<file path="src/rtl/led_fault_defs.svh">
`ifndef LED_FAULT_DEFS_SVH
`define LED_FAULT_DEFS_SVH

// Clock period in ns and documented delays
`define CLK_PERIOD_NS      10
`define LONG_LOW_MS        16
`define LONG_LOW_CYCLES    ((`LONG_LOW_MS * 1000000) / `CLK_PERIOD_NS)
`define EXT_FAULT_SW_CYC   8
`define NUM_STRINGS        4

`endif

</file>
<file path="src/rtl/led_fault_pkg.sv">
package led_fault_pkg;
  // Pin-level analog comparator results per string
  typedef struct packed {
    logic [3:0] above_short;   // Sink pin above sink_short_threshold
    logic [3:0] in_regulation; // Sink pin in current regulation
  } sink_sense_t;

  typedef enum logic [1:0] {
    SLEEP,
    SOFT_START,
    RUN
  } pwr_state_t;
endpackage : led_fault_pkg

</file>
<file path="src/rtl/led_fault_shutdown_ctrl.sv">
`timescale 1ns/1ps
`include "led_fault_defs.svh"

// Summary of operation
// - Sinks conduct only while enable and dim input are both high.
// - Enable low beyond the long-low delay puts the part to sleep.
// - The enable rise after sleep clears faults, soft start follows dim.
// - Dim low beyond the delay with enable high clears faults only.
// - After a dim long-low clear, soft start runs on the next dim rise.
// - Bias and sync clock stay on whenever enable is high.
// - Fault pin is open drain, pulled low on fault, else released.
// - In one-out-all-out, external low beyond 8 switch cycles stops all.
// - A sink pin above the short threshold loses its current sink.
// - Standard variant disables only the shorted string and flags fault.
// - Standard short fault stays latched until a fault reset.
// - One-out-all-out short turns off all strings, fault latched.
// - Short detect is armed only while some sink pin is in regulation.
module led_fault_shutdown_ctrl
  import led_fault_pkg::*;
#(
  parameter int unsigned LONG_LOW_CYC = `LONG_LOW_CYCLES,
  parameter bit          ONE_OUT_ALL  = 1'b0
) (
  input  wire logic                       ref_clk,
  input  wire logic                       srst,
  input  wire logic                       clk_en,
  input  wire logic                       enable_pin,
  input  wire logic                       dim_pin,
  input  wire logic                       sw_tick,
  input  wire led_fault_pkg::sink_sense_t sense_pin,
  input  wire logic                       fault_in,
  output logic                            fault_out,
  output logic                            fault_oe,
  output logic [3:0]                      sink_on,
  output logic                            boost_on,
  output logic                            bias_on,
  output logic                            sync_clock_output_en,
  output logic                            soft_start_req
);
  import led_fault_pkg::*;

  // Two-flop synchronisers for all pin inputs
  logic [11:0] sync1_r;
  logic [11:0] sync2_r;
  wire  [11:0] raw = {fault_in, sense_pin, dim_pin, enable_pin, sw_tick};

  always_ff @(posedge ref_clk) begin
    if (srst) begin
      sync1_r <= 12'h000;
      sync2_r <= 12'h000;
    end else if (clk_en) begin
      sync1_r <= raw;
      sync2_r <= sync1_r;
    end
  end

  wire         en_s    = sync2_r[1];
  wire         dim_s   = sync2_r[2];
  wire [3:0]   reg_s   = sync2_r[6:3];
  wire [3:0]   short_s = sync2_r[10:7];
  wire         ext_f_s = sync2_r[11];
  wire         tick_s  = sync2_r[0];

  // Timers and state
  logic [31:0] en_low_r;
  logic [31:0] dim_low_r;
  logic [3:0]  ext_cnt_r;
  logic        tick_d_r;
  logic        en_d_r;
  logic        dim_d_r;
  logic [3:0]  dis_r;
  logic        short_lat_r;
  pwr_state_t  state_r;
  pwr_state_t  state_nxt;

  wire tick_rise  = tick_s & ~tick_d_r;
  wire en_expire  = ~en_s & (en_low_r == LONG_LOW_CYC - 1);
  wire dim_expire = en_s & ~dim_s
                  & (dim_low_r == LONG_LOW_CYC - 1);
  wire en_rise    = en_s & ~en_d_r;
  wire dim_rise   = dim_s & ~dim_d_r;
  // Fault reset: wake from sleep or dim long-low
  wire fault_clr  = (state_r == SLEEP & en_rise) | dim_expire;
  wire armed      = |reg_s;
  wire running    = state_r != SLEEP & en_s & dim_s;
  wire [3:0] new_short = short_s & {4{armed & running}};
  wire ext_fault  = ONE_OUT_ALL & (ext_cnt_r > 4'(`EXT_FAULT_SW_CYC));
  wire own_fault  = short_lat_r;

  // Power state sequencing
  always_comb begin
    state_nxt = state_r;
    unique case (state_r)
      SLEEP:      if (en_rise) state_nxt = SOFT_START;
      SOFT_START: if (en_expire) state_nxt = SLEEP;
                  else if (dim_s) state_nxt = RUN;
      RUN:        if (en_expire) state_nxt = SLEEP;
                  else if (dim_expire) state_nxt = SOFT_START;
      default:    state_nxt = SLEEP;                   // Unused code
    endcase
  end

  // Low timers restart on every return high
  // Enable timer parks at its end count so sleep holds without wrap
  always_ff @(posedge ref_clk) begin
    if (srst) begin
      en_low_r  <= 32'h0;
      dim_low_r <= 32'h0;
    end else if (clk_en) begin
      en_low_r  <= en_s ? 32'h0
                 : (en_expire ? en_low_r : en_low_r + 32'h1);
      dim_low_r <= (dim_s | ~en_s) ? 32'h0
                 : (dim_expire ? 32'h0 : dim_low_r + 32'h1);
    end
  end

  // External fault low counted in switching cycles
  always_ff @(posedge ref_clk) begin
    if (srst) begin
      ext_cnt_r <= 4'h0;
      tick_d_r  <= 1'b0;
    end else if (clk_en) begin
      tick_d_r <= tick_s;
      // Own pull-down is excluded so we do not trip ourselves
      if (ext_f_s | fault_oe)
        ext_cnt_r <= 4'h0;
      else if (tick_rise & ~ext_fault)
        ext_cnt_r <= ext_cnt_r + 4'h1;
    end
  end

  // Per-string disable flags and latched short fault
  always_ff @(posedge ref_clk) begin
    if (srst) begin
      dis_r       <= 4'h0;
      short_lat_r <= 1'b0;
      state_r     <= SLEEP;
      en_d_r      <= 1'b0;
      dim_d_r     <= 1'b0;
    end else if (clk_en) begin
      state_r <= state_nxt;
      en_d_r  <= en_s;
      dim_d_r <= dim_s;
      if (fault_clr) begin
        dis_r       <= 4'h0;
        short_lat_r <= 1'b0;
      end else if (|new_short) begin
        dis_r       <= ONE_OUT_ALL ? 4'hF
                                   : (dis_r | new_short);
        short_lat_r <= 1'b1;
      end
    end
  end

  // Sink, boost and pin drive
  wire stop_all = ext_fault | (ONE_OUT_ALL & short_lat_r);
  wire [3:0] sink_nxt = {4{running & ~stop_all}} & ~dis_r;

  always_ff @(posedge ref_clk) begin
    if (srst) begin
      sink_on              <= 4'h0;
      boost_on             <= 1'b0;
      bias_on              <= 1'b0;
      sync_clock_output_en <= 1'b0;
      fault_oe             <= 1'b0;
      soft_start_req       <= 1'b0;
    end else if (clk_en) begin
      sink_on              <= sink_nxt;
      boost_on             <= running & ~stop_all & (sink_nxt != 4'h0);
      bias_on              <= state_nxt != SLEEP;
      sync_clock_output_en <= state_nxt != SLEEP;
      fault_oe             <= own_fault;
      soft_start_req       <= state_r == SOFT_START & dim_s;
    end
  end

  // Open drain: data stays low, only the enable moves the wire
  assign fault_out = 1'b0;

  // Checks; a frozen cycle is judged only by the freeze check
  sink_gate_a: assert property (
    @(posedge ref_clk) disable iff (srst)
    clk_en & (~en_s | ~dim_s) |=> sink_on == 4'h0)
    else $error("sink on without enable and dim");
  bias_hold_a: assert property (
    @(posedge ref_clk) disable iff (srst)
    clk_en & en_s & state_r != SLEEP |=> bias_on)
    else $error("bias dropped while enabled");
  sleep_entry_a: assert property (
    @(posedge ref_clk) disable iff (srst)
    clk_en & en_expire & state_r != SLEEP |=> state_r == SLEEP)
    else $error("no sleep after long enable low");
  dim_clear_a: assert property (
    @(posedge ref_clk) disable iff (srst)
    clk_en & dim_expire |=> dis_r == 4'h0 && state_r != SLEEP)
    else $error("dim long low did not clear");
  short_latch_a: assert property (
    @(posedge ref_clk) disable iff (srst)
    short_lat_r & clk_en & ~fault_clr |=> short_lat_r)
    else $error("short fault not latched");
  short_drop_a: assert property (
    @(posedge ref_clk) disable iff (srst)
    clk_en & ~fault_clr & (|new_short) & ~ONE_OUT_ALL
      |=> ##1 !$past(clk_en) || (sink_on & $past(new_short, 2)) == 4'h0)
    else $error("shorted string still driven");
  fault_pin_a: assert property (
    @(posedge ref_clk) disable iff (srst)
    clk_en & short_lat_r |=> fault_oe && fault_out == 1'b0)
    else $error("fault pin not pulled");
  ext_stop_a: assert property (
    @(posedge ref_clk) disable iff (srst)
    clk_en & ext_fault |=> sink_on == 4'h0 && !boost_on)
    else $error("external fault ignored");
  disarm_a: assert property (
    @(posedge ref_clk) disable iff (srst)
    clk_en & ~armed & ~fault_clr |=> $stable(dis_r))
    else $error("short detect while disarmed");
  dim_restart_a: assert property (
    @(posedge ref_clk) disable iff (srst)
    clk_en & dim_rise & state_r == SOFT_START |=> soft_start_req)
    else $error("no soft start on dim rise");
  freeze_hold_a: assert property (
    @(posedge ref_clk) disable iff (srst)
    ~clk_en |=> $stable(dim_low_r) && $stable(sink_on))
    else $error("state moved while clock enable low");
endmodule : led_fault_shutdown_ctrl

</file>
<file path="config.mk">
export PLATFORM = sky130hd
export DESIGN_NAME = led_fault_shutdown_ctrl
export DESIGN_NICKNAME = d
export VERILOG_FILES = /design/src/rtl/led_fault_pkg.sv /design/src/rtl/led_fault_shutdown_ctrl.sv
export VERILOG_INCLUDE_DIRS = /design/src /design/src/rtl
export SDC_FILE = /design/constraint.sdc
export NUM_CORES = 1
export LEC_CHECK = 0
export BUFFER_PORTS_ARGS = -buffer_cell sky130_fd_sc_hd__clkbuf_2
export CORE_AREA = 2 2 119 133
export DETAILED_ROUTE_END_ITERATION = 10
export DIE_AREA = 0 0 121 135
export PLACE_DENSITY_LB_ADDON = 0.08
export RECOVER_POWER = 50
export SYNTH_ARGS = -nofsm -noshare
export SYNTH_HDL_FRONTEND = slang
export SYNTH_SLANG_ARGS = --single-unit
</file>
<file path="constraint.sdc">
create_clock -name ref_clk -period 3.3 [get_ports ref_clk]
set_input_delay 0.99 -clock ref_clk [delete_from_list [all_inputs] [get_ports ref_clk]]
set_output_delay 0.99 -clock ref_clk [all_outputs]
set_load 0.02 [all_outputs]
</file>
==> results.py, run 1 <==
metrics = {
    "route": {
        "route.detailed.drc": 0,
        "detailroute.via_count": 3490,
        "drtIter0Drc": 141,
        "antenna_violating_nets_remaining": 0,
        "firstDrtPassIters": 4,
        "route.detailed.vias_per_inst": 4.85,
        "routed_wire_length_per_instance_um": 13.6,
        "drt_total_wl_mm": 9.79,
    },
    "placement": {
        "gpl.final_weighted_congestion": 0.736,
        "place_hpwl_mm": 6.70,
        "port_bufs": 21,
        "placed_cell_count": 703,
    },
    "pwr": {
        "p_per_area_mw_per_mm2": 472,
        "maximum_vdd_ir_drop_mv": 0.234,
        "power.share.combinational_pct": 3.8,
        "power_mw": 2.35,
        "internal-power_mw": 1.78,
        "power.share.clock_pct": 43.7,
        "total_leakage_power_nw": 1.71,
        "p_sw_mw": 0.572,
        "switching_share_of_total_power_pct": 24.3,
        "sequential_power_share_pct": 52.4,
    },
    "synth": {
        "asyncSetResetFlopFracSynth_pct": 0,
        "syn_area_per_cell_um2": 8.84,
        "simple_gate_area_share_of_the_yosys_netlist_pct": 28.1,
        "yosys.area_share.adder_pct": 0.564,
        "netlist_area_pre_place_mm2": 0.00444,
        "synth_top_family_by_area": "simple AND/OR/NAND/NOR gates",
        "fraction_of_the_yosys_area_taken_by_sequential_cells_pct": 45.1,
        "synth.net_count": 519,
        "dominantRegCellSynth": "sky130_fd_sc_hd__dfxtp_1",
        "yosys.area_share.xor_xnor_pct": 9.67,
        "synth.area.mux_share_pct": 4.96,
        "post_synth_inst_count": 502,
        "synth_enable_flop_cells": 0,
        "synth.lib_cells_used.distinct": 47,
        "yosys_warnings": 0,
        "postSynthRegisterBits": 100,
        "synthesized_area_fraction_occupied_by_ao_oa_aoi_and_oai_cells_pct": 7.87,
    },
    "floorplanning": {
        "die-width_um": 121,
        "fp.dieH_um": 135,
        "core_area_mm2": 0.0149,
        "floorplan.initialDensity_pct": 29.8,
        "num_rows": 47,
        "io_pins": 25,
        "dieArea_mm2": 0.0163,
    },
    "global_routing": {
        "total_grt_overflow": 0,
        "grt_pass1_vias": 3373,
        "antenna_found_initial": 0,
        "grt_max_degree": 33,
        "grt.total_usage_pct": 12.5,
        "grt_pass1_wl_mm": 16.5,
    },
    "layout": {
        "finalNonFillerCells": 719,
        "sequential_cell_area_mm2": 0.00200,
        "final_net_count": 535,
        "layout-drive-gt1-share_pct": 7.27,
        "multi_input_area_mm2": 0.00227,
        "fin_util_pct": 33.5,
        "antenna_cells": 0,
        "fillerInstances": 1568,
        "area_growth_syn_to_layout_pct": 12.3,
    },
    "cts": {
        "cts_hold_repair.buffers": 0,
        "clock_pin_slew_reported_for_the_worst_setup_and_hold_paths_after_clock_tree_synthesis_ns": 0.08,
        "insertion_delay_ns": 0.35,
        "clock_root_buffer": "sky130_fd_sc_hd__clkbuf_16",
        "post_cts.repair.setup_buffers": 0,
        "tritoncts_clock_tree": "yes",
        "tritoncts.num_buffers": 9,
        "clock_tree.buffer_depth": 2,
        "cts_resized": 0,
        "cts_h_tree_lvls": 3,
        "cts.sink_count": 100,
    },
    "setup_path": {
        "cp_data_required_time_ns": 3.52,
        "crit_arrival_ns": 3.04,
        "critPathCaptureType": "flop",
        "critical_path_class": "input port to flop",
        "start_kind": "input port",
        "worstPathMaxFanout": 32,
    },
    "outcome": {
        "outcome": "finished clean",
    },
    "run": {
        "max_cap_viol_count": 0,
    },
    "timing": {
        "clock_skew_ns": 0.0107,
        "tns_ns": 0,
        "setup_violations": 0,
        "finalMaxSlewViolations": 0,
        "slew_headroom_pct": 11.8,
        "timing.final.crit_share_pct": 85.5,
        "worst_pin_slew_ns": 1.32,
        "rsz_0062_raised_after_global_routing": "no",
        "period_minus_slack_ns": 2.82,
        "report.final.hold_viol_count": 0,
        "max_freq_mhz": 355,
        "worst_hold_slack_ns": 0.470,
    },
    "worst_hold_path": {
        "min-delay-path-class": "flop to flop",
    },
}
## critical path, cell delays in order
cell and delay (ns):
sky130_fd_sc_hd__clkbuf_1 0.58, sky130_fd_sc_hd__clkinv_1 0.14, sky130_fd_sc_hd__clkbuf_1 0.39, sky130_fd_sc_hd__o41ai_4 0.43, sky130_fd_sc_hd__buf_4 0.39, sky130_fd_sc_hd__nor3_1 0.10
## synth_stat cells (all sizes together), types with 2 or more instances
cell / count / share of area (%)
and4: 13 / 2.6
nor2: 86 / 7.3
nand3: 23 / 2.6
o211ai: 3 / 0.51
and2: 7 / 0.99
buf: 11 / 1.7
nor3: 19 / 2.3
or3b: 2 / 0.39
nor2b: 2 / 0.28
inv: 8 / 0.68
nor4b: 5 / 0.99
or3: 11 / 1.6
a32o: 4 / 0.90
o21ai: 12 / 1.4
clkbuf: 13 / 1.1
ha: 2 / 0.56
dfxtp: 100 / 45
xnor2: 21 / 4.1
xor2: 28 / 5.5
and3: 7 / 0.99
mux2i: 22 / 5.0
nor4: 15 / 2.3
nand2: 29 / 2.5
a21oi: 23 / 2.6
nand4: 20 / 2.8
## flip-flops by register name, summed over array words and instances (netlist names)
name            cells
dim_low_r          32
en_low_r           32
sync1_r            10
sync2_r            10
dis_r               4
sink_on             4
state_r             2
bias_on             1
boost_on            1
en_d_r              1
fault_oe            1
own_fault           1
soft_start_req      1
## power by group through the flow
stage               Combinational [mW]  Sequential [mW]  Clock [mW]
finish                          0.0899             1.23        1.03
global route                    0.0999             1.24        1.12
CTS                             0.0928             1.23        1.07
detailed placement              0.0924             1.26           0
global placement                0.0913             1.26           0
floorplan                       0.0705             1.26           0
## per-layer routing
layer	wire (µm)	share of wire, %	GRT usage (%)
met5	0	0	0
met3	150	1.5	1.90
met1	4930	50	16.5
met4	119	1.2	5.04
met2	4590	47	20.5
## kinds of logic after synthesis
kind of cell	count (synthesis)
and+or+nand+nor	242
xor gates and xnor gates	49
buffers and inverters	33
DFF	100
AOI/OAI and AO/OA	53
muxes	22
adders and majority gates	2
other	1
## per-stage QoR
stage               worst slack [ns]  instance area [µm²]
CTS                            0.909                 5010
floorplan                       1.03                 4440
detailed placement             0.619                 4720
global route                   0.314                 4980
global placement               0.620                 4720
finish                         0.479                 4980
## final timing paths
kind             startpoint             end  slack [ns]  depth (start not counted)
max                  clk_en    dim_low_r[8]        0.48                          6
min          soft_start_req  soft_start_req        0.47                          2
max reg2reg     en_low_r[0]     en_low_r[7]        0.88                          6
min reg2reg  soft_start_req  soft_start_req        0.47                          2
## final cells by class
class                   count  share of cell area [%]
well taps                 196                    4.92
flip-flops and latches    100                    40.2
inverters                   9                   0.678
repair buffers             29                    2.79
multi-input cells         369                    45.6
clock inverters             6                    1.21
clock buffers              10                    4.59
## cells in the final DEF, fill, tap and decap left out, types with 3 or more instances in the layout
master,n
sky130_fd_sc_hd__nor2_1,86
sky130_fd_sc_hd__xor2_1,28
sky130_fd_sc_hd__a21oi_1,23
sky130_fd_sc_hd__inv_1,8
sky130_fd_sc_hd__o21ai_0,10
sky130_fd_sc_hd__nor4b_1,5
sky130_fd_sc_hd__and3_1,7
sky130_fd_sc_hd__clkbuf_1,14
sky130_fd_sc_hd__mux2i_1,22
sky130_fd_sc_hd__nand4_1,20
sky130_fd_sc_hd__or3_1,11
sky130_fd_sc_hd__nand3_1,23
sky130_fd_sc_hd__and2_1,7
sky130_fd_sc_hd__nor3_1,18
sky130_fd_sc_hd__nand2_1,29
sky130_fd_sc_hd__xnor2_1,21
sky130_fd_sc_hd__clkbuf_16,9
sky130_fd_sc_hd__clkbuf_2,12
sky130_fd_sc_hd__a32o_1,4
sky130_fd_sc_hd__buf_4,4
sky130_fd_sc_hd__o211ai_1,3
sky130_fd_sc_hd__nor4_1,14
sky130_fd_sc_hd__dfxtp_1,100
sky130_fd_sc_hd__and4_1,13
(Power assumes the default switching activity.)
==> run 2, diff against run 1 <==
GPL_TIMING_DRIVEN = 0   (was not set)
clock period = 2.78 ns   (was 3.3 ns; I/O delays follow)
==> run 2 against run 1 <==
  * Register-to-register slack got worse by 0.55 ns
  * Sequential share of layout area decreased by 0.52 points
  * Critical path depth decreased by 1
  * Sequential power increased by 19%
  * Non-clock buffer count increased by 15
  * Largest cell class unchanged
==> results.py, run 2 (synthesis results as in run 1) <==
metrics = {
    "cts": {
        "cts.sink_count": 100,
        "insertion_delay_ns": 0.35,
        "post_cts.repair.setup_buffers": 0,
        "tritoncts.num_buffers": 9,
        "cts_hold_repair.buffers": 0,
        "cts_h_tree_lvls": 3,
        "cts_resized": 0,
        "clock_tree.buffer_depth": 2,
        "clock_root_buffer": "sky130_fd_sc_hd__clkbuf_16",
        "clock_pin_slew_reported_for_the_worst_setup_and_hold_paths_after_clock_tree_synthesis_ns": 0.08,
        "tritoncts_clock_tree": "yes",
    },
    "setup_path": {
        "r2r_cells": 5,
        "critPathCaptureType": "flop",
        "cp_data_required_time_ns": 3.03,
        "critical_path_class": "flop to flop",
        "crit_arrival_ns": 2.70,
        "worstPathMaxFanout": 8,
        "start_kind": "flop",
    },
    "run": {
        "max_cap_viol_count": 0,
    },
    "global_routing": {
        "antenna_found_initial": 0,
        "grt_use_met1_pct": 18.4,
        "grt_max_degree": 21,
        "grt_pass1_vias": 3468,
        "grt.total_usage_pct": 13.5,
        "groute.layer.met3.usage_pct": 3.13,
        "total_grt_overflow": 0,
        "grt_pass1_wl_mm": 17.7,
        "met2_usage_pct": 21.3,
        "top_usage_layer": "met2",
    },
    "layout": {
        "final_net_count": 550,
        "top_regs": "dim_low_r (32), en_low_r (32)",
        "area_growth_syn_to_layout_pct": 13.8,
        "layout_commonest_cell": "sky130_fd_sc_hd__dfxtp_1",
        "most-common-layout-cells": "sky130_fd_sc_hd__dfxtp_1 (100), sky130_fd_sc_hd__nor2_1 (86), sky130_fd_sc_hd__nand2_1 (29), sky130_fd_sc_hd__xor2_1 (28), sky130_fd_sc_hd__clkbuf_1 (26)",
        "antenna_cells": 0,
        "layout-drive-gt1-share_pct": 7.25,
        "finalNonFillerCells": 734,
    },
    "outcome": {
        "outcome": "finished clean",
    },
    "floorplanning": {
        "die-width_um": 121,
        "floorplan.initialDensity_pct": 29.8,
        "num_rows": 47,
        "io_pins": 25,
        "dieArea_mm2": 0.0163,
        "core_area_mm2": 0.0149,
        "fp.dieH_um": 135,
    },
    "timing": {
        "period_minus_slack_ns": 2.45,
        "worst_slack_ns": 0.331,
        "worst_hold_slack_ns": 0.477,
        "clock_skew_ns": 0.00853,
        "rsz_0062_raised_after_global_routing": "no",
        "max_freq_mhz": 408,
        "report.final.hold_viol_count": 0,
        "timing.final.crit_share_pct": 88.1,
        "finalMaxSlewViolations": 0,
        "worst_pin_slew_ns": 1.02,
        "slew_headroom_pct": 31.5,
        "tns_ns": 0,
        "setup_violations": 0,
    },
    "placement": {
        "port_bufs": 20,
        "place_hpwl_mm": 7.10,
        "placed_cell_count": 718,
        "dpl_worst_slack_ns": 0.0531,
        "gpl.final_weighted_congestion": 0.751,
    },
    "route": {
        "route.detailed.drc": 0,
        "antenna_violating_nets_remaining": 0,
        "drt_total_wl_mm": 10.3,
        "firstDrtPassIters": 4,
        "drtIter0Drc": 238,
        "detailroute.via_count": 3612,
        "route.detailed.vias_per_inst": 4.92,
        "routed_wire_length_per_instance_um": 14.0,
    },
    "worst_hold_path": {
        "min_path_cells": 2,
        "min-delay-path-class": "flop to flop",
    },
    "pwr": {
        "power_mw": 2.86,
        "p_per_area_mw_per_mm2": 566,
        "total_leakage_power_nw": 1.74,
        "maximum_vdd_ir_drop_mv": 0.292,
    },
}
-- run 2: cell types whose count changed in the layout (fill, tap and decap cells not counted), sizes merged --
cell      previous run  this run
buf                  4         8
clkbuf              35        45
clkinvlp             2         1
inv                 10        12
-- run 2: critical path, stage by stage (launching register included) --
cell and delay [ns]:
sky130_fd_sc_hd__dfxtp_1 0.55, sky130_fd_sc_hd__nand2b_1 0.25, sky130_fd_sc_hd__or4_4 0.54, sky130_fd_sc_hd__nor3_1 0.42, sky130_fd_sc_hd__o21ai_1 0.25, sky130_fd_sc_hd__a32o_1 0.33
-- run 2: worst paths after layout --
check                   from        to  slack [ns]
setup reg to reg  sync2_r[1]  dis_r[2]        0.33
hold / removal        en_d_r    en_d_r        0.48
hold reg to reg       en_d_r    en_d_r        0.48
setup / recovery  sync2_r[1]  dis_r[2]        0.33
-- run 2: final cells by class --
class                           instances  area [µm²]
Fill cell                            1576        9830
Multi-Input combinational cell        369        2260
Sequential cell                       100        2000
Tap cell                              196         245
Clock buffer                            9         225
Buffer                                 24         124
Timing Repair Buffer                   20        87.6
Clock inverter                          7        75.1
Inverter                                9        33.8
-- run 2: where the power goes --
part	internal, mW	leakage [nW]	switching, mW
Combinational	0.0432	0.790	0.0721
Sequential	1.45	0.808	0.0161
Clock	0.640	0.145	0.640
-- run 2: routing by layer --
layer  share of wire, %  vias to the layer above
li1                   -                     1841
met1                 48                     1715
met2                 47                       47
met3                3.4                        9
met4                1.0                        0
met5                  0                        -
-- run 2: stage by stage --
stage | util [%] | cell area, µm²
finish | 33.9 | 5050
global route | 33.9 | 5050
CTS | 34.2 | 5080
detailed placement | 32.1 | 4780
global placement | 32.1 | 4780
floorplan | - | 4440
